<file path="src/design/awwd_pkg.sv">
// package: constants and types of the front-end window watchdog
package awwd_pkg;
    // register offsets (byte addresses)
    localparam logic [7:0] REG_CTRL = 8'h00;
    localparam logic [7:0] REG_LOAD = 8'h04;
    localparam logic [7:0] REG_WINDOW = 8'h08;
    localparam logic [7:0] REG_SERVICE = 8'h0c;
    localparam logic [7:0] REG_COUNT = 8'h10;
    localparam logic [7:0] REG_STATUS = 8'h14;
    localparam logic [7:0] REG_MASK = 8'h18;
    localparam logic [7:0] REG_RSTCAUSE = 8'h1c;
    localparam logic [7:0] REG_KEEP = 8'h20;
    localparam logic [7:0] REG_KEEPCLS = 8'h24;
    // control fields
    localparam int CTRL_WD_EN = 0;
    localparam int CTRL_WAKE_EN = 1;
    localparam int CTRL_WAKE_SEL_LO = 4;
    localparam int CTRL_WAKE_SEL_W = 3;
    // status and mask bits
    localparam int ST_WAKE = 0;
    localparam int ST_EARLY = 1;
    localparam int ST_EXPIRE = 2;
    localparam int ST_W = 3;
    // service key
    localparam logic [31:0] SERVICE_KEY = 32'h0000_5a5a;
    // reset values
    localparam logic [15:0] LOAD_RESET = 16'hffff;
    localparam logic [15:0] WINDOW_RESET = 16'hffff;
    // low-power oscillator ticks of 32768 Hz per 125 ms
    localparam int LP_HZ = 32768;
    localparam int WAKE_BASE_MS = 125;
    localparam int WAKE_BASE_TICKS = LP_HZ * WAKE_BASE_MS / 1000;
    // cause of last watchdog reset
    typedef enum logic [1:0] {AWWD_CAUSE_NONE, AWWD_CAUSE_EXPIRE,
                              AWWD_CAUSE_EARLY} awwd_cause_t;
    // register bus request
    typedef struct packed {
        logic [7:0] addr;
        logic [31:0] wdata;
        logic wr;
        logic rd;
    } awwd_req_t;
endpackage

</file>
<file path="src/design/awwd_tick_div.sv">
// divider that turns the system clock into low-power oscillator ticks
`timescale 1ns/1ps
`default_nettype none
module awwd_tick_div #(
    parameter int DIV = 6104
) (
    input wire logic clk,
    input wire logic rst_b,
    output logic tick
);
    localparam int W = $clog2(DIV);
    logic [W-1:0] cnt;
    wire last = (cnt == W'(DIV - 1));

    always_ff @(posedge clk or negedge rst_b)
    begin
        if (!rst_b)
            cnt <= '0;
        else
            cnt <= last ? '0 : cnt + 1'b1;
    end

    assign tick = last;
endmodule // awwd_tick_div
`default_nettype wire

</file>
<file path="src/design/awwd_top.sv">
// window guard timer and wake-up timer of the battery front end
//
// Added by the designer: the address-and-strobe port and the address map.
`timescale 1ns/1ps
`default_nettype none
module awwd_top #(
    parameter int LP_DIV = 6104,
    parameter int CNT_W = 16,
    parameter int RST_PULSE = 16
) (
    input wire logic CLK,
    input wire logic RST_B,
    input wire logic [7:0] ADDR,
    input wire logic [31:0] WDATA,
    input wire logic WR,
    input wire logic RD,
    output logic [31:0] RDATA,
    output logic IRQ,
    output logic WAKE,
    output logic CPU_RST_B,
    output logic AFE_RST_B
);
    // ==========================================================
    // bridge request
    awwd_pkg::awwd_req_t req;
    assign req = '{addr: ADDR, wdata: WDATA, wr: WR, rd: RD};

    wire sel_ctrl = (req.addr == awwd_pkg::REG_CTRL);
    wire sel_load = (req.addr == awwd_pkg::REG_LOAD);
    wire sel_win = (req.addr == awwd_pkg::REG_WINDOW);
    wire sel_svc = (req.addr == awwd_pkg::REG_SERVICE);
    wire sel_cnt = (req.addr == awwd_pkg::REG_COUNT);
    wire sel_st = (req.addr == awwd_pkg::REG_STATUS);
    wire sel_mask = (req.addr == awwd_pkg::REG_MASK);
    wire sel_cause = (req.addr == awwd_pkg::REG_RSTCAUSE);
    wire sel_keep = (req.addr == awwd_pkg::REG_KEEP);
    wire sel_cls = (req.addr == awwd_pkg::REG_KEEPCLS);

    wire wr_ctrl = req.wr && sel_ctrl;
    wire wr_load = req.wr && sel_load;
    wire wr_win = req.wr && sel_win;
    wire wr_mask = req.wr && sel_mask;
    wire wr_keep = req.wr && sel_keep;
    wire wr_cls = req.wr && sel_cls;
    wire wr_cause = req.wr && sel_cause;

    // ==========================================================
    // registers
    logic [7:0] ctrl;
    logic [CNT_W-1:0] load_val;
    logic [CNT_W-1:0] window_val;
    logic [CNT_W-1:0] countdown_value;
    logic [awwd_pkg::ST_W-1:0] status;
    logic [awwd_pkg::ST_W-1:0] mask;
    awwd_pkg::awwd_cause_t cause;
    logic [31:0] keep;
    logic [31:0] keep_cls;
    logic [31:0] rdata;
    // room for the longest period, 64 base periods
    localparam int WAKE_W = $clog2(awwd_pkg::WAKE_BASE_TICKS) + 7;
    logic [WAKE_W-1:0] wake_cnt;
    logic [7:0] rst_cnt;
    logic tick;

    // ==========================================================
    // low-power tick
    awwd_tick_div #(.DIV(LP_DIV)) u_div (
        .clk(CLK),
        .rst_b(RST_B),
        .tick(tick)
    );

    // ==========================================================
    // watchdog decode
    wire wd_en = ctrl[awwd_pkg::CTRL_WD_EN];
    wire in_reset = (rst_cnt != 8'h00);
    wire svc = req.wr && sel_svc && (req.wdata == awwd_pkg::SERVICE_KEY);
    wire early = wd_en && svc && (countdown_value > window_val);
    wire good_svc = wd_en && svc && !early;
    wire expire = wd_en && tick && (countdown_value == '0);
    wire trip = !in_reset && (early || expire);

    wire [CNT_W-1:0] next_count =
        !wd_en ? load_val :
        good_svc ? load_val :
        (tick && countdown_value != '0) ? countdown_value - 1'b1 :
        countdown_value;

    // ==========================================================
    // wake-up timer
    wire wake_en = ctrl[awwd_pkg::CTRL_WAKE_EN];
    wire [2:0] wake_sel = ctrl[awwd_pkg::CTRL_WAKE_SEL_LO +: 3];
    wire [2:0] wake_sh = (wake_sel > 3'h6) ? 3'h6 : wake_sel;
    wire [WAKE_W-1:0] wake_period =
        WAKE_W'(awwd_pkg::WAKE_BASE_TICKS) << wake_sh;
    wire [WAKE_W-1:0] wake_last = wake_period - 1'b1;
    wire wake_hit = wake_en && tick && (wake_cnt >= wake_last);

    // ==========================================================
    // status and interrupt
    wire rd_st = req.rd && sel_st;
    wire [awwd_pkg::ST_W-1:0] ev = {expire, early, wake_hit};
    wire [awwd_pkg::ST_W-1:0] next_status = (rd_st ? '0 : status) | ev;

    // ==========================================================
    // read mux
    wire [31:0] next_rdata =
        sel_ctrl ? {24'h0, ctrl} :
        sel_load ? 32'(load_val) :
        sel_win ? 32'(window_val) :
        sel_cnt ? 32'(countdown_value) :
        sel_st ? {29'h0, status} :
        sel_mask ? {29'h0, mask} :
        sel_cause ? {30'h0, cause} :
        sel_keep ? keep :
        sel_cls ? keep_cls :
        32'h0;

    // ==========================================================
    // next values of the configuration registers
    wire [7:0] next_ctrl =
        trip ? 8'h00 :
        wr_ctrl ? req.wdata[7:0] :
        ctrl;
    wire [CNT_W-1:0] next_load =
        trip ? CNT_W'(awwd_pkg::LOAD_RESET) :
        wr_load ? req.wdata[CNT_W-1:0] :
        load_val;
    wire [CNT_W-1:0] next_window =
        trip ? CNT_W'(awwd_pkg::WINDOW_RESET) :
        wr_win ? req.wdata[CNT_W-1:0] :
        window_val;
    wire [awwd_pkg::ST_W-1:0] next_mask =
        trip ? '0 :
        wr_mask ? req.wdata[awwd_pkg::ST_W-1:0] :
        mask;

    // ==========================================================
    // next values of the retained data
    wire [31:0] next_keep =
        trip ? (keep & keep_cls) :
        wr_keep ? req.wdata :
        keep;
    wire [31:0] next_keep_cls =
        (!trip && wr_cls) ? req.wdata : keep_cls;

    // ==========================================================
    // next values of the counters, cause and read data
    wire [CNT_W-1:0] next_countdown =
        trip ? CNT_W'(awwd_pkg::LOAD_RESET) : next_count;
    wire [WAKE_W-1:0] next_wake_cnt =
        (!wake_en || wake_hit) ? '0 :
        tick ? wake_cnt + 1'b1 :
        wake_cnt;
    wire [31:0] next_rd = req.rd ? next_rdata : 32'h0;
    awwd_pkg::awwd_cause_t next_cause;
    always_comb
    begin
        next_cause = cause;
        if (trip)
            next_cause = early ? awwd_pkg::AWWD_CAUSE_EARLY
                               : awwd_pkg::AWWD_CAUSE_EXPIRE;
        else if (wr_cause)
            next_cause = awwd_pkg::AWWD_CAUSE_NONE;
    end

    // ==========================================================
    // configuration registers, set back to their reset values by a watchdog reset
    always_ff @(posedge CLK or negedge RST_B)
    begin
        if (!RST_B)
            ctrl <= 8'h00;
        else
            ctrl <= next_ctrl;
    end

    always_ff @(posedge CLK or negedge RST_B)
    begin
        if (!RST_B)
            load_val <= CNT_W'(awwd_pkg::LOAD_RESET);
        else
            load_val <= next_load;
    end

    always_ff @(posedge CLK or negedge RST_B)
    begin
        if (!RST_B)
            window_val <= CNT_W'(awwd_pkg::WINDOW_RESET);
        else
            window_val <= next_window;
    end

    always_ff @(posedge CLK or negedge RST_B)
    begin
        if (!RST_B)
            mask <= '0;
        else
            mask <= next_mask;
    end

    // ==========================================================
    // retained data with per-bit reset class
    always_ff @(posedge CLK or negedge RST_B)
    begin
        if (!RST_B)
            keep <= 32'h0;
        else
            keep <= next_keep;
    end

    always_ff @(posedge CLK or negedge RST_B)
    begin
        if (!RST_B)
            keep_cls <= 32'h0;
        else
            keep_cls <= next_keep_cls;
    end

    // ==========================================================
    // countdown and wake counter
    always_ff @(posedge CLK or negedge RST_B)
    begin
        if (!RST_B)
            countdown_value <= CNT_W'(awwd_pkg::LOAD_RESET);
        else
            countdown_value <= next_countdown;
    end

    always_ff @(posedge CLK or negedge RST_B)
    begin
        if (!RST_B)
            wake_cnt <= '0;
        else
            wake_cnt <= next_wake_cnt;
    end

    // ==========================================================
    // status, cause and read data
    always_ff @(posedge CLK or negedge RST_B)
    begin
        if (!RST_B)
            status <= '0;
        else
            status <= next_status;
    end

    always_ff @(posedge CLK or negedge RST_B)
    begin
        if (!RST_B)
            cause <= awwd_pkg::AWWD_CAUSE_NONE;
        else
            cause <= next_cause;
    end

    always_ff @(posedge CLK or negedge RST_B)
    begin
        if (!RST_B)
            rdata <= 32'h0;
        else
            rdata <= next_rd;
    end

    // ==========================================================
    // reset pulse generator
    wire [7:0] next_rst_cnt =
        trip ? 8'(RST_PULSE) :
        in_reset ? rst_cnt - 8'h01 :
        rst_cnt;

    always_ff @(posedge CLK or negedge RST_B)
    begin
        if (!RST_B)
            rst_cnt <= 8'h00;
        else
            rst_cnt <= next_rst_cnt;
    end

    // ==========================================================
    // wake pulse
    logic wake_q;
    always_ff @(posedge CLK or negedge RST_B)
    begin
        if (!RST_B)
            wake_q <= 1'b0;
        else
            wake_q <= wake_hit;
    end

    // ==========================================================
    // outputs
    assign RDATA = rdata;
    assign IRQ = |(status & mask);
    assign WAKE = wake_q;
    assign CPU_RST_B = !in_reset;
    assign AFE_RST_B = !in_reset;
endmodule // awwd_top
`default_nettype wire

</file>
<file path="config.mk">
export PLATFORM = sky130hd
export DESIGN_NAME = awwd_top
export DESIGN_NICKNAME = d
export VERILOG_FILES = /design/src/design/awwd_pkg.sv /design/src/design/awwd_tick_div.sv /design/src/design/awwd_top.sv
export SDC_FILE = /design/constraint.sdc
export NUM_CORES = 1
export LEC_CHECK = 0
export BUFFER_PORTS_ARGS = -buffer_cell sky130_fd_sc_hd__clkbuf_2
export CORE_ASPECT_RATIO = 1.5
export CORE_UTILIZATION = 34
export DETAILED_ROUTE_END_ITERATION = 8
export SLEW_MARGIN = 20
export SYNTH_ARGS = -nofsm -noshare
export SYNTH_HDL_FRONTEND = slang
export SYNTH_HIERARCHICAL = 1
export SYNTH_SLANG_ARGS = --single-unit
</file>
<file path="constraint.sdc">
create_clock -name CLK -period 3.4 [get_ports CLK]
set_input_delay 0 -clock CLK [delete_from_list [all_inputs] [get_ports CLK]]
set_output_delay 0 -clock CLK [all_outputs]
set_load 0.01 [all_outputs]
</file>
# After elaboration in Yosys (flattened, before gate mapping)
# Index checks and enable logic that the tools add are counted.
[word_totals] word_cells=111 inputBits=44 mem_count=0 ram_bits=0 latchBits=0 rom_bits=0 regBits=201
[op_classes] n_bitwise=3 shifts=1 n_eq_ne=12 n_mul=0 div=0 n_reduce_logical=39 n_mux=34 order_cmp=3 addsub=5
[op_table] cell="$mux W32" count=12
[op_table] cell="$mux W16" count=8
[op_table] cell="$mux W19" count=2
[op_table] cell="$and A32 B32 Y32" count=1
[op_table] cell="$eq A32 B15 Y1 const B" count=1
[op_table] cell="$eq A8 B5 Y1 const B" count=4
[op_table] cell="$mux W8" count=4
[op_table] cell="$logic_and A1 B1 Y1" count=20
[op_table] cell="$add A19 B1 Y19 const B" count=1
[op_table] cell="$ge A19 B19 Y1" count=1
[op_table] cell="$shl A13 B3 Y19 const A" count=1
[op_table] cell="$sub A19 B1 Y19 const B" count=1
[op_table] cell="$eq A8 B4 Y1 const B" count=2
[op_table] cell="$eq A8 B6 Y1 const B" count=2
[op_table] cell="$gt A16 B16 Y1" count=1
[op_table] cell="$logic_not A16 Y1" count=1
[op_table] cell="$reduce_bool A16 Y1" count=1
[op_table] cell="$reduce_bool A2 Y1" count=8
[op_table] cell="$sub A16 B1 Y16 const B" count=1
[op_table] cell="$add A13 B1 Y13 const B" count=1
[op_table] cell="$eq A13 B13 Y1 const B" count=1
[op_table] cell="$mux W13" count=1
[op_table] cell="$mux W3" count=4
[op_table] cell="$eq A8 B3 Y1 const B" count=1
[op_table] cell="11 further kinds" count=17

# Longest topological paths before layout
# Gate-level depths: netlist of the first run.
[depth] ltp_word=11 mapped_depth=12

# Cells and area by module
# Netlist of the first run, hierarchy kept.
[by_module_without_submodules] module="awwd_top" cells_per_inst=966 instances=1 area_per_inst_um2=9616.7 seq_area_each_um2=4764.6
[by_module_without_submodules] module="awwd_tick_div" cells_per_inst=60 instances=1 area_per_inst_um2=639.4 seq_area_each_um2=325.3

# Worst setup path after synthesis of the first run
# No wires, ideal clock.
[synth_path] path_type="flip-flop to flip-flop" from="reg window_val[14]" to="reg keep_cls[10]" path_stages_with_launch=11 slack_ns=0.524 setup_ns=0.125 synth_period_minus_slack_ns=2.876 t_arrival_ns=2.750 cell_sequence="dfstp_2 -> inv_1 -> ha_1 -> nand4_1 -> or2_1 -> or3_1 -> and2_1 -> a32oi_2 -> nand3_2 -> buf_6 -> mux2_4"
[synth_between] elab_chain_len=6
[synth_lines] item="from (decl)" line="awwd_top.sv:51" rtl="logic [CNT_W-1:0] window_val;"
[synth_lines] item="from (signal assigned)" line="awwd_top.sv:188" rtl="window_val <= CNT_W'(awwd_pkg::WINDOW_RESET);"
[synth_lines] item="from (signal assigned)" line="awwd_top.sv:190" rtl="window_val <= next_window;"
[synth_lines] item="$gt A16 B16 Y1" line="awwd_top.sv:78" rtl="wire early = wd_en && svc && (countdown_value > window_val);"
[synth_lines] item="$logic_and A1 B1 Y1" line="awwd_top.sv:78"
[synth_lines] item="$logic_or A1 B1 Y1" line="awwd_top.sv:81" rtl="wire trip = !in_reset && (early || expire);"
[synth_lines] item="$logic_and A1 B1 Y1" line="awwd_top.sv:81"
[synth_lines] item="$logic_not A1 Y1" line="awwd_top.sv:145" rtl="(!trip && wr_cls) ? req.wdata : keep_cls;"
[synth_lines] item="$logic_and A1 B1 Y1" line="awwd_top.sv:145"
[synth_lines] item="to (signal assigned)" line="awwd_top.sv:216" rtl="keep_cls <= next_keep_cls;"
[synth_lines] item="to (decl)" line="awwd_top.sv:57" rtl="logic [31:0] keep_cls;"
# No other way between the ends.
# A chain may end at the register's enable or synchronous reset.

# Worst setup path in the final report of the first run
[layout_path] from="reg window_val[14]" to="reg keep[9]"
[layout_between] elab_chain_len=5
[layout_lines] item="$gt A16 B16 Y1 *" line="awwd_top.sv:78"
[layout_lines] item="$logic_and A1 B1 Y1 *" line="awwd_top.sv:78"
[layout_lines] item="$logic_or A1 B1 Y1 *" line="awwd_top.sv:81"
[layout_lines] item="$logic_and A1 B1 Y1 *" line="awwd_top.sv:81"
[layout_lines] item="$mux W32 or $reduce_bool A2 Y1 (tied branches)"
[layout_lines] item="to (signal assigned)" line="awwd_top.sv:208" rtl="keep <= next_keep;"
[layout_lines] item="to (decl)" line="awwd_top.sv:56" rtl="logic [31:0] keep;"
# Every way passes the cells marked *; elsewhere a longest branch is shown, timed or not.

==> impl_summary.txt, run 1 <==
----------------------------------------------------
[Worst setup path]
  Required time of the critical path ... 3.84 ns
  End point of the critical path ... keep[9]$_DFFE_PN0P_
  CP Capture Type ... flip-flop
  Arrival @ worst endpoint ... 3.49 ns
  Setup slack on the worst flop-to-flop path ... 0.34 ns
  Worst R2R End ... keep[9]$_DFFE_PN0P_
  Startpoint of the most critical setup path ... window_val[14]$_DFFE_PN1P_
  Largest driver fanout on the critical path ... approximately 100
  Critical Setup Path Class ... flip-flop to flip-flop
  Startpoint types ... flip-flop
  Worst r2r path cells ... 10
  Beginning of the worst register-to-register path ... window_val[14]$_DFFE_PN1P_

[Cells and area]
  Area growth from synthesis to layout ... 20.39%
  Layout cell share with drive strength beyond 1 ... 22.47%
  Sequential Area ... 5090 sq um
  Non-filler instance count after layout ... 1,552
  Number of filler instances in the final layout ... 2,915
  Multi-input gate area ... between 4000 and 5000 sq um
  Final net count ... 1,210
  Antenna diodes ... 0
  Share of the core filled with cells in the final layout ... 41.74%

[Timing]
  Final Hold Vio Count ... 0
  Worst slew margin relative to its limit ... between 40% and 50%
  Final period util ... 89.89%
  Worst Tran Pin Value ... 0.8400 ns
  Maximum frequency from static timing analysis ... between 300 and 400 MHz
  Final setup viols ... 0
  Setup repair after global routing missed its margin ... no
  Final-layout setup total negative slack ... 0 ns
  Fin Clk Skew ... ~0.026 ns
  Final slew viol count ... 0
  Crit path time final ... 3.056 ns

[Routing]
  Remaining design rule violation count ... 0
  Detailed router's first-iteration violation count ... about 640
  Iteration count of the initial detailed-routing pass ... 7
  Routed vias/inst ... 5.455
  Routed vias ... 8,466
  Wire length per cell after detailed routing ... roughly 19 microns
  Routed Antenna Nets ... 0
  DRT Wirelength ... 29,620 microns

[Clock tree]
  Clock tree from TritonCTS ... yes
  CTS-repair resized insts ... 0
  Number of buffers created by CTS ... 23
  CTS clk-pin slew, worst paths ... 0.06 ns
  Root cell of the clock tree ... sky130_fd_sc_hd__clkbuf_16
  Buffers from clock root to sink, at most ... 3
  Post-cts hold buffer count ... 36
  Number of levels the H-tree was split into ... 1
  TritonCTS sink count ... 201
  Clock latency on the worst-skew pair ... 0.53 ns
  Postcts setup bufs ... 0

[Die]
  Top-level port count ... 80
  Chip height ... 214.7 microns
  Core area ... 29,580 sq um
  Effective utilization at floorplan ... 34.68%
  Number of placement rows ... 77
  Die footprint ... 30,880 sq um
  Floorplan die width ... around 140 microns

[Hold path]
  Type of the tightest min-delay check ... primary input to flip-flop

[Yosys]
  Share of the yosys chip area belonging to registers ... about half
  Flip-flop and latch count after synthesis ... 201
  Ys flop type ... sky130_fd_sc_hd__dfrtp_1
  Nets in the synthesized netlist ... 1,096
  Area of the mapped netlist ... 10,260 sq um
  Mean cell area of the mapped netlist ... ~10 sq um
  Number of enable flip-flop cells after synthesis ... 0
  Share of flip-flops with an asynchronous set or reset ... 100.0%
  Total of warnings raised by yosys ... 6
  Number of unique standard cell types used by synthesis ... 62
  Post-synthesis cell count ... 1,026

[Place]
  Placed cell count ... 1,474
  Final HPWL from detailed placement ... 19,660 microns
  Port-buffer cells ... 79
  Gpl congestion ... 0.8200

[Flow run]
  Count of maximum capacitance violations ... 0

[Power and ir drop]
  Power per Cell Area ... 459.1 nW/um^2
  Worst vdd ir ... 352.4 uV
  Leakage ... about 5.5 nW

[GRT]
  GRT overflow ... 0
  Combined global-route utilization of all metal layers ... 19.75%
  Antenna violations before repair ... 0
  Vias in the first global route ... between 8,000 and 9,000
  First-pass GRT wire length ... 47,710 microns
  Maximum number of pins on one net before global-route repair ... 99

[Outcome]
  Status ... finished, final reports clean

----------------------------------------------------
where the power goes:
part,switching (W),internal [W]
Combinational,0.000304,0.000230
Sequential,0.000107,0.00252
Clock,0.00104,0.00146
sequential cells by signal, indices dropped and copies added, names as in the netlist:
register / flops
WAKE: 1
keep_cls: 32
ctrl: 8
load_val: 16
u_div/cnt: 13
countdown_value: 16
status: 3
cause: 2
RDATA: 32
keep: 32
mask: 3
window_val: 16
rst_cnt: 8
wake_cnt: 19
metrics by stage:
stage | instance area (sq um) | worst slack (ns) | power [W] | hold WS, ns
4_1_cts | 12350 | 0.3589 | 0.005732 | 0.005027
3_3_place_gp | 11230 | 0.4203 | 0.003155 | 0.1221
3_5_place_dp | 11230 | 0.3738 | 0.003170 | 0.1235
2_1_floorplan | 10260 | 0.5244 | 0.002921 | -0.2956
5_1_grt | 12350 | 0.1826 | 0.005891 | 0.06200
6_report | 12350 | 0.3437 | 0.005668 | 0.02054
placed cells by master (no fill, tap or decap), drive strengths merged, types with 27 or more instances in the layout:
master | synthesis | final
o211ai | 30 | 30
a22oi | 27 | 27
nand2 | 133 | 133
o21ai | 37 | 37
nor2 | 80 | 80
dfstp | 48 | 48
inv | 25 | 27
buf | 12 | 34
a21oi | 48 | 48
dlygate4sd3 | 0 | 36
clkbuf | 48 | 113
dfrtp | 153 | 153
mux2 | 33 | 33
nand3 | 95 | 95
cell usage after synthesis, types with 15 or more instances:
cell type	count	share of area (%)
sky130_fd_sc_hd__nor4_1	15	0.91
sky130_fd_sc_hd__mux2_4	30	4.4
sky130_fd_sc_hd__a222oi_1	22	2.1
sky130_fd_sc_hd__a21bo_2	15	1.5
sky130_fd_sc_hd__nand2_1	133	4.9
sky130_fd_sc_hd__nand4_1	18	1.1
sky130_fd_sc_hd__dfrtp_1	153	37
sky130_fd_sc_hd__clkbuf_1	48	1.8
sky130_fd_sc_hd__a22oi_1	27	2.0
sky130_fd_sc_hd__ha_1	26	3.2
sky130_fd_sc_hd__nor2_1	80	2.9
sky130_fd_sc_hd__o21ai_0	37	1.8
sky130_fd_sc_hd__xnor2_1	19	1.6
sky130_fd_sc_hd__dfstp_2	48	12
sky130_fd_sc_hd__nand3_1	93	4.5
sky130_fd_sc_hd__inv_1	25	0.91
sky130_fd_sc_hd__a21oi_1	47	2.3
sky130_fd_sc_hd__o211ai_1	30	2.2
sky130_fd_sc_hd__xor2_1	20	1.7
metal layers:
metal | wire length (microns) | vias up | share of wire (%) | GRT usage, %
met5 | 0 | - | 0 | 0
met1 | 12300 | 4198 | 42 | 24.95
met3 | 1312 | 70 | 4.4 | 2.763
met2 | 14780 | 252 | 50 | 32.77
li1 | - | 3946 | - | -
met4 | 1228 | 0 | 4.1 | 9.716
worst min-delay path by stage:
stage	cells past startpoint	to	from	slack, ns
finish	7	window_val[1]$_DFFE_PN1P_	ADDR[4]	0.02
global route	7	window_val[1]$_DFFE_PN1P_	ADDR[4]	0.06
CTS	7	window_val[1]$_DFFE_PN1P_	ADDR[4]	0.005
detailed placement	1	u_div/cnt[11]$_DFF_PN0_	RST_B	0.12
global placement	1	u_div/cnt[11]$_DFF_PN0_	RST_B	0.12
floorplan	0	RDATA[0]$_DFF_PN0_	RST_B	-0.30
cells by family (layout without fill, tap and decap cells):
kind of cell	after synthesis	in the layout	share of synthesized area, %
AO/OA/AOI/OAI	215	215	14.82
XOR/XNOR	39	39	3.331
adder cells (fa/ha/maj)	26	26	3.172
buffers and inverters	85	216	3.440
flip-flops	201	201	49.63
multiplexers	45	45	5.892
AND/OR/NAND/NOR	415	415	19.71
area by class of cell:
class,count,share of cell area [%]
multi-input combinational,740,39.24
timing repair buffer,149,8.664
clock inverter,8,0.6283
tap,395,4.003
sequential,201,41.22
clock buffer,34,5.482
inverter,25,0.7600
critical path, cell delays in order (launching register included):
cell and delay, ns:
sky130_fd_sc_hd__dfstp_2 0.54, sky130_fd_sc_hd__inv_1 0.05, sky130_fd_sc_hd__ha_1 0.31, sky130_fd_sc_hd__nand4_1 0.10
sky130_fd_sc_hd__or2_1 0.30, sky130_fd_sc_hd__or3_1 0.42, sky130_fd_sc_hd__and2_1 0.20, sky130_fd_sc_hd__a32oi_4 0.28
sky130_fd_sc_hd__buf_12 0.37, sky130_fd_sc_hd__a21bo_2 0.27, sky130_fd_sc_hd__o21ai_0 0.06
Note: power is estimated with default switching activity, not from simulation.
==> inputs of run 2 (changes only) <==
--- a/config.mk
+++ b/config.mk
@@ -6,7 +6,6 @@
 export NUM_CORES = 1
 export LEC_CHECK = 0
 export BUFFER_PORTS_ARGS = -buffer_cell sky130_fd_sc_hd__clkbuf_2
-export CORE_ASPECT_RATIO = 1.5
 export CORE_UTILIZATION = 34
 export DETAILED_ROUTE_END_ITERATION = 8
 export SLEW_MARGIN = 20
==> run 2 against run 1 <==
Net effect: worst setup slack better by 0.0019 ns; highest routed layer is now met5; combinational power hardly changed; non-clock buffer count is 1 lower; wire length is 0.64% higher; critical endpoint is now keep_cls[31]$_DFFE_PN0P_; global-route usage is 0.12 points lower; hold slack improved by 0.046 ns; cell count decreased by 0.39%; maximum frequency about the same; count of clock-buffer cells in the layout fell by 1; final area is 0.20% higher; critical path depth unchanged.
==> impl_summary.txt, run 2 (synthesized netlist as in run 1, its figures left out) <==
----------------------------------------------------
[Clock tree]
  TritonCTS sink count ... 201 (unchanged)
  Clock tree from TritonCTS ... yes
  Number of levels the H-tree was split into ... 1 (unchanged)
  Number of buffers created by CTS ... 23 (unchanged)
  Postcts setup bufs ... 0 (unchanged)
  CTS clk-pin slew, worst paths ... 0.06 ns (about the same)
  Root cell of the clock tree ... sky130_fd_sc_hd__clkbuf_16
  Clock latency on the worst-skew pair ... 0.52 ns (about the same)
  Buffers from clock root to sink, at most ... 3 (unchanged)

[Timing]
  Final slew viol count ... 0 (unchanged)
  Final-layout setup total negative slack ... 0 ns (unchanged)
  Worst slew margin relative to its limit ... 52.94% (+9.0 points)
  Final period util ... 89.84% (about the same)
  Crit path time final ... 3.054 ns (-0.001872 ns)
  Fin Clk Skew ... 0.01318 ns (-0.01269 ns)
  Setup ws final ... 0.3456 ns (+0.001872 ns)
  Final Hold Vio Count ... 0 (unchanged)
  Setup repair after global routing missed its margin ... no
  Final setup viols ... 0 (unchanged)
  Maximum frequency from static timing analysis ... 327.4 MHz (about the same)
  Worst Tran Pin Value ... 0.7042 ns (-0.1358 ns)

[Worst setup path]
  Startpoint of the most critical setup path ... window_val[15]$_DFFE_PN1P_
  Required time of the critical path ... 3.80 ns (-0.04 ns)
  CP Capture Type ... flip-flop
  Worst r2r path cells ... 10 (unchanged)
  Setup slack on the worst flop-to-flop path ... 0.35 ns (about the same)
  Startpoint types ... flip-flop
  Arrival @ worst endpoint ... 3.46 ns (-0.03 ns)
  Critical Setup Path Class ... flip-flop to flip-flop
  Largest driver fanout on the critical path ... 20 (-80%)
  Beginning of the worst register-to-register path ... window_val[15]$_DFFE_PN1P_
  Worst R2R End ... keep_cls[31]$_DFFE_PN0P_
  End point of the critical path ... keep_cls[31]$_DFFE_PN0P_

[Die]
  Chip height ... 175.7 microns (-18%)
  Die footprint ... 30,860 sq um (about the same)
  Effective utilization at floorplan ... 34.60% (-0.072 points)
  Number of placement rows ... 63 (-18%)
  Top-level port count ... 80 (unchanged)
  Core area ... 29,640 sq um (+0.21%)
  Floorplan die width ... 175.7 microns (+22%)

[Power and ir drop]
  Worst vdd ir ... 327.7 uV (-7.0%)
  Share of power burned in registers ... 45.6% (-0.8 points)
  Power per Cell Area ... 465.2 nW/um^2 (+1.3%)
  Net switching power of the design ... 0.001422 W (-2.3%)
  Combinational share of power ... 9.2% (-0.2 points)
  Switching portion of total power ... 24.71% (-0.98 points)
  Leakage ... 5.492 nW (+0.42%)
  Internal power consumption ... 0.004333 W (+2.9%)
  Clock share of power ... 45.2% (+1.0 points)
  Overall power ... 0.005755 W (+1.5%)

[GRT]
  Maximum number of pins on one net before global-route repair ... 87 (-12%)
  GRT overflow ... 0 (unchanged)
  Antenna violations before repair ... 1 (+1)
  Combined global-route utilization of all metal layers ... 19.63% (-0.12 points)
  First-pass GRT wire length ... 48,100 microns (+0.82%)
  Vias in the first global route ... 8,561 (-0.012%)

[Flow run]
  Count of maximum capacitance violations ... 0 (unchanged)

[Routing]
  Wire length per cell after detailed routing ... 19.28 microns (+1.0%)
  Detailed router's first-iteration violation count ... 740 (+15%)
  Routed vias/inst ... 5.538 (+1.5%)
  Iteration count of the initial detailed-routing pass ... 7 (unchanged)
  Routed vias ... 8,562 (+1.1%)
  Remaining design rule violation count ... 0 (unchanged)
  DRT Wirelength ... 29,810 microns (+0.64%)
  Routed Antenna Nets ... 0 (unchanged)

[Cells and area]
  Antenna diodes ... 0 (unchanged)
  Area growth from synthesis to layout ... 20.63%
  Final net count ... 1,209 (-0.083%)
  Most common cell after layout, fill and taps aside ... sky130_fd_sc_hd__dfrtp_1
  Layout cell share with drive strength beyond 1 ... 22.75% (+0.28 points)
  Commonest cells after routing, fill and taps aside ... 153 x sky130_fd_sc_hd__dfrtp_1, 133 x sky130_fd_sc_hd__nand2_1, 93 x sky130_fd_sc_hd__nand3_1

[Place]
  Final HPWL from detailed placement ... 19,870 microns (+1.0%)
  Pre-CTS setup slack ... 0.3648 ns (-0.009035 ns)
  Gpl congestion ... 0.8325 (+1.5%)
  Port-buffer cells ... 79 (unchanged)

[Outcome]
  Status ... finished, final reports clean

[Hold path]
  Type of the tightest min-delay check ... primary input to asynchronous set/reset pin

----------------------------------------------------
[run 2: cell count changes in the layout (fill, tap and decap cells not counted)]
cell                         change
sky130_fd_sc_hd__clkinv_2        +2
sky130_fd_sc_hd__clkbuf_1        -4
sky130_fd_sc_hd__clkinvlp_4      -2
sky130_fd_sc_hd__inv_6           -1
sky130_fd_sc_hd__buf_12          -1
sky130_fd_sc_hd__clkbuf_8        +3
sky130_fd_sc_hd__bufinv_16       +1
sky130_fd_sc_hd__clkinv_4        +1
[run 2: area by class of cell]
type                            count  area [sq um]
Clock buffer                       33         703.2
Clock inverter                      9         102.6
Sequential cell                   201          5090
Fill cell                        2919         17270
Tap cell                          390         488.0
Multi-Input combinational cell    740          4845
Inverter                           25         93.84
Timing Repair Buffer              148          1050
[run 2: per-layer routing]
layer | GRT usage, % | routed length, microns | vias to the layer above
li1 | - | - | 3945
met1 | 28.39 | 13780 | 4291
met2 | 30.85 | 13670 | 283
met3 | 2.900 | 1901 | 41
met4 | 4.384 | 442 | 2
met5 | 0 | 13 | -
[run 2: per-stage QoR]
stage / cell area [sq um] / hold slack (ns) / instances / util (%)
detailed placement: 11210 / 0.08240 / 1468 / 37.81
floorplan: 10260 / -0.2956 / 1026 / -
CTS: 12370 / 0.05705 / 1546 / 41.74
global route: 12370 / 0.1256 / 1546 / 41.74
finish: 12370 / 0.06690 / 1546 / 41.74
global placement: 11210 / 0.07744 / 1468 / 37.81
[run 2: critical path, cell delays in order, from the launching register on]
cell and delay [ns]:
sky130_fd_sc_hd__dfstp_2 0.54, sky130_fd_sc_hd__inv_1 0.04, sky130_fd_sc_hd__ha_1 0.29, sky130_fd_sc_hd__nand4_1 0.11, sky130_fd_sc_hd__or2_1 0.29, sky130_fd_sc_hd__or3_1 0.42, sky130_fd_sc_hd__and2_1 0.20, sky130_fd_sc_hd__a32oi_4 0.30
sky130_fd_sc_hd__nand3_2 0.11, sky130_fd_sc_hd__buf_4 0.27, sky130_fd_sc_hd__mux2_4 0.34
[run 2: what timing repair did]
| item | 4_1_cts | 5_1_grt |
|---|---|---|
| gates resized for setup | 0 | 0 |
| hold buffers | 36 | 0 |
| hold endpoints to repair | 194 | 0 |
[run 2: power groups by stage]
stage,Sequential [W],Combinational [W],Clock (W)
detailed placement,0.00266,0.000497,0
global route,0.00264,0.000596,0.00276
finish,0.00262,0.000530,0.00260
global placement,0.00266,0.000486,0
floorplan,0.00263,0.000294,0
CTS,0.00262,0.000534,0.00266
[run 2: worst min-delay path by stage]
| stage | slack, ns | to | cells past startpoint | from |
|---|---|---|---|---|
| floorplan | -0.30 | RDATA[0]$_DFF_PN0_ | 0 | RST_B |
| global placement | 0.08 | RDATA[26]$_DFF_PN0_ | 1 | RST_B |
| detailed placement | 0.08 | RDATA[26]$_DFF_PN0_ | 1 | RST_B |
| CTS | 0.06 | cause[0]$_DFFE_PN0P_ | 6 | ADDR[6] |
| global route | 0.13 | cause[0]$_DFFE_PN0P_ | 6 | ADDR[6] |
| finish | 0.07 | RDATA[26]$_DFF_PN0_ | 2 | RST_B |
==> inputs of run 3 (changes only) <==
--- a/config.mk
+++ b/config.mk
@@ -7,6 +7,7 @@
 export LEC_CHECK = 0
 export BUFFER_PORTS_ARGS = -buffer_cell sky130_fd_sc_hd__clkbuf_2
 export CORE_UTILIZATION = 34
+export CTS_BUF_LIST = sky130_fd_sc_hd__clkbuf_8
 export DETAILED_ROUTE_END_ITERATION = 8
 export SLEW_MARGIN = 20
 export SYNTH_ARGS = -nofsm -noshare
==> run 3 against run 2 <==
Net effect: wire length is 1.8% higher; via count increased by 0.39%; sequential share of layout area grew 0.29 points; critical path depth is the same; utilization is 0.30 points lower; sequential cell count unchanged; final area shrank 0.71%; die area unchanged; critical endpoint unchanged.
==> impl_summary.txt, run 3 (synthesized netlist as in run 1, its figures left out) <==
----------------------------------------------------
[Routing]
  Iteration count of the initial detailed-routing pass ... 6 (-1)
  Routed vias/inst ... 5.478 (-1.1%)
  M1 wire length ... 14,090 microns (+2.3%)
  Remaining design rule violation count ... 0 (unchanged)
  Routed Antenna Nets ... 0 (unchanged)
  Wire length per cell after detailed routing ... 19.35 microns (+0.34%)
  DRT Wirelength ... 30,350 microns (+1.8%)
  Highest metal used ... met5
  Routed met2 length ... 13,880 microns (+1.5%)
  Routed vias ... 8,595 (+0.39%)
  Detailed router's first-iteration violation count ... 764 (+3.2%)
  Routed length on met3 ... 1759 microns (-7.5%)

[Timing]
  Fin Clk Skew ... 0.01905 ns (+0.005870 ns)
  Final Hold Vio Count ... 0 (unchanged)
  Final-layout setup total negative slack ... 0 ns (unchanged)
  Final slew viol count ... 0 (unchanged)
  Maximum frequency from static timing analysis ... 328.0 MHz (+0.18%)
  Worst slew margin relative to its limit ... 48.04% (-4.9 points)
  Hold Worst Slack ... 0.06643 ns (-0.0004674 ns)
  Setup ws final ... 0.3511 ns (+0.005525 ns)
  Final period util ... 89.67% (-0.16 points)
  Final setup viols ... 0 (unchanged)
  Worst Tran Pin Value ... 0.7723 ns (+0.06810 ns)
  Crit path time final ... 3.049 ns (-0.005525 ns)
  Setup repair after global routing missed its margin ... no

[Cells and area]
  Sequential Area ... 5090 sq um (unchanged)
  Area growth from synthesis to layout ... 19.78%
  Final net count ... 1,224 (+1.2%)
  Commonest cells after routing, fill and taps aside ... 153 x sky130_fd_sc_hd__dfrtp_1, 133 x sky130_fd_sc_hd__nand2_1, 93 x sky130_fd_sc_hd__nand3_1
  Layout cell share with drive strength beyond 1 ... 22.82% (+0.065 points)
  Non-filler instance count after layout ... 1,569 (+1.5%)
  Share of the core filled with cells in the final layout ... 41.45% (-0.30 points)
  Number of filler instances in the final layout ... 2,936 (+0.58%)
  Most common cell after layout, fill and taps aside ... sky130_fd_sc_hd__dfrtp_1
  Multi-input gate area ... 4845 sq um (unchanged)
  Antenna diodes ... 0 (unchanged)

[GRT]
  First-pass GRT wire length ... 48,960 microns (+1.8%)
  GRT overflow ... 0 (unchanged)
  Vias in the first global route ... 8,738 (+2.1%)
  Combined global-route utilization of all metal layers ... 20.08% (+0.45 points)
  Maximum number of pins on one net before global-route repair ... 87 (unchanged)
  Antenna violations before repair ... 1 (unchanged)

[Die]
  Effective utilization at floorplan ... 34.60% (unchanged)
  Number of placement rows ... 63 (unchanged)
  Core area ... 29,640 sq um (unchanged)
  Top-level port count ... 80 (unchanged)
  Chip height ... 175.7 microns (unchanged)
  Die footprint ... 30,860 sq um (unchanged)
  Floorplan die width ... 175.7 microns (unchanged)

[Power and ir drop]
  Worst vdd ir ... 258.6 uV (-21%)
  Leakage ... 5.509 nW (+0.31%)
  Power per Cell Area ... 437.0 nW/um^2 (-6.1%)

[Clock tree]
  Clock tree from TritonCTS ... yes
  Number of buffers created by CTS ... 36 (+57%)
  CTS-repair resized insts ... 0 (unchanged)
  Clock latency on the worst-skew pair ... 0.52 ns (about the same)
  Root cell of the clock tree ... sky130_fd_sc_hd__clkbuf_8
  Buffers from clock root to sink, at most ... 3 (unchanged)
  CTS clk-pin slew, worst paths ... 0.06 ns (about the same)
  TritonCTS sink count ... 201 (unchanged)
  Number of levels the H-tree was split into ... 2 (+1)

[Place]
  Gpl congestion ... 0.8325 (unchanged)
  Port-buffer cells ... 79 (unchanged)
  Placed cell count ... 1,468 (unchanged)
  Pre-CTS setup slack ... 0.3648 ns (unchanged)
  Final HPWL from detailed placement ... 19,870 microns (unchanged)

[Worst setup path]
  Critical Setup Path Class ... flip-flop to flip-flop
  CP Capture Type ... flip-flop
  Largest driver fanout on the critical path ... 20 (unchanged)
  Worst R2R End ... keep_cls[31]$_DFFE_PN0P_
  Arrival @ worst endpoint ... 3.46 ns (about the same)
  Setup slack on the worst flop-to-flop path ... 0.35 ns (about the same)
  Required time of the critical path ... 3.81 ns (about the same)
  Beginning of the worst register-to-register path ... window_val[1]$_DFFE_PN1P_
  Worst r2r path cells ... 10 (unchanged)
  Startpoint types ... flip-flop

[Outcome]
  Status ... finished, final reports clean

[Hold path]
  Type of the tightest min-delay check ... primary input to asynchronous set/reset pin

[Flow run]
  Count of maximum capacitance violations ... 0 (unchanged)

----------------------------------------------------
[run 3: worst max-delay path by stage]
| stage | startpoint | endpoint | slack, ns | cells after the start |
|---|---|---|---|---|
| 2_1_floorplan | window_val[14]$_DFFE_PN1P_ | keep_cls[10]$_DFFE_PN0P_ | 0.52 | 10 |
| 3_3_place_gp | window_val[1]$_DFFE_PN1P_ | keep_cls[18]$_DFFE_PN0P_ | 0.37 | 10 |
| 3_5_place_dp | window_val[15]$_DFFE_PN1P_ | keep_cls[19]$_DFFE_PN0P_ | 0.36 | 10 |
| 4_1_cts | window_val[1]$_DFFE_PN1P_ | keep_cls[13]$_DFFE_PN0P_ | 0.34 | 10 |
| 5_1_grt | window_val[1]$_DFFE_PN1P_ | keep_cls[31]$_DFFE_PN0P_ | 0.16 | 10 |
| 6_report | window_val[1]$_DFFE_PN1P_ | keep_cls[31]$_DFFE_PN0P_ | 0.35 | 10 |
[run 3: critical path, cell delays in order (launching register included)]
cell and delay (ns):
sky130_fd_sc_hd__dfstp_2 0.54, sky130_fd_sc_hd__inv_1 0.04, sky130_fd_sc_hd__ha_1 0.29, sky130_fd_sc_hd__nor2b_1 0.13, sky130_fd_sc_hd__o211ai_1 0.21, sky130_fd_sc_hd__a211oi_1 0.11, sky130_fd_sc_hd__or4b_1 0.58, sky130_fd_sc_hd__a32oi_4 0.28
sky130_fd_sc_hd__nand3_2 0.11, sky130_fd_sc_hd__buf_4 0.28, sky130_fd_sc_hd__mux2_4 0.34
[run 3: layout make-up]
cell class | instances | share of cell area [%]
sequential | 201 | 41.43
multi-input combinational | 740 | 39.44
clock buffer | 46 | 5.154
timing repair buffer | 150 | 8.709
clock inverter | 17 | 0.5296
inverter | 25 | 0.7639
tap | 390 | 3.972
[run 3: stage by stage]
| stage | power, W | area (sq um) |
|---|---|---|
| finish | 0.005368 | 12280 |
| global route | 0.005631 | 12280 |
| CTS | 0.005437 | 12280 |
| detailed placement | 0.003159 | 11210 |
| global placement | 0.003146 | 11210 |
| floorplan | 0.002921 | 10260 |
[run 3: metal layers]
metal / vias to the layer above / GRT usage [%]
met5: - / 0
met4: 2 / 6.304
met3: 52 / 3.420
met2: 261 / 31.24
met1: 4307 / 28.33
li1: 3973 / -
[run 3: timing repair]
action / CTS / global route
setup buffers: 0 / 0
endpoints found under the setup margin: 0 / 0
hold buffers: 38 / 0
hold endpoints to repair: 195 / 0
[run 3: where the power goes]
| part | total (W) | switching (W) | internal (W) |
|---|---|---|---|
| combinational | 0.000529 | 0.000307 | 0.000222 |
| sequential | 0.00263 | 0.000103 | 0.00252 |
| clock | 0.00221 | 0.00101 | 0.00121 |
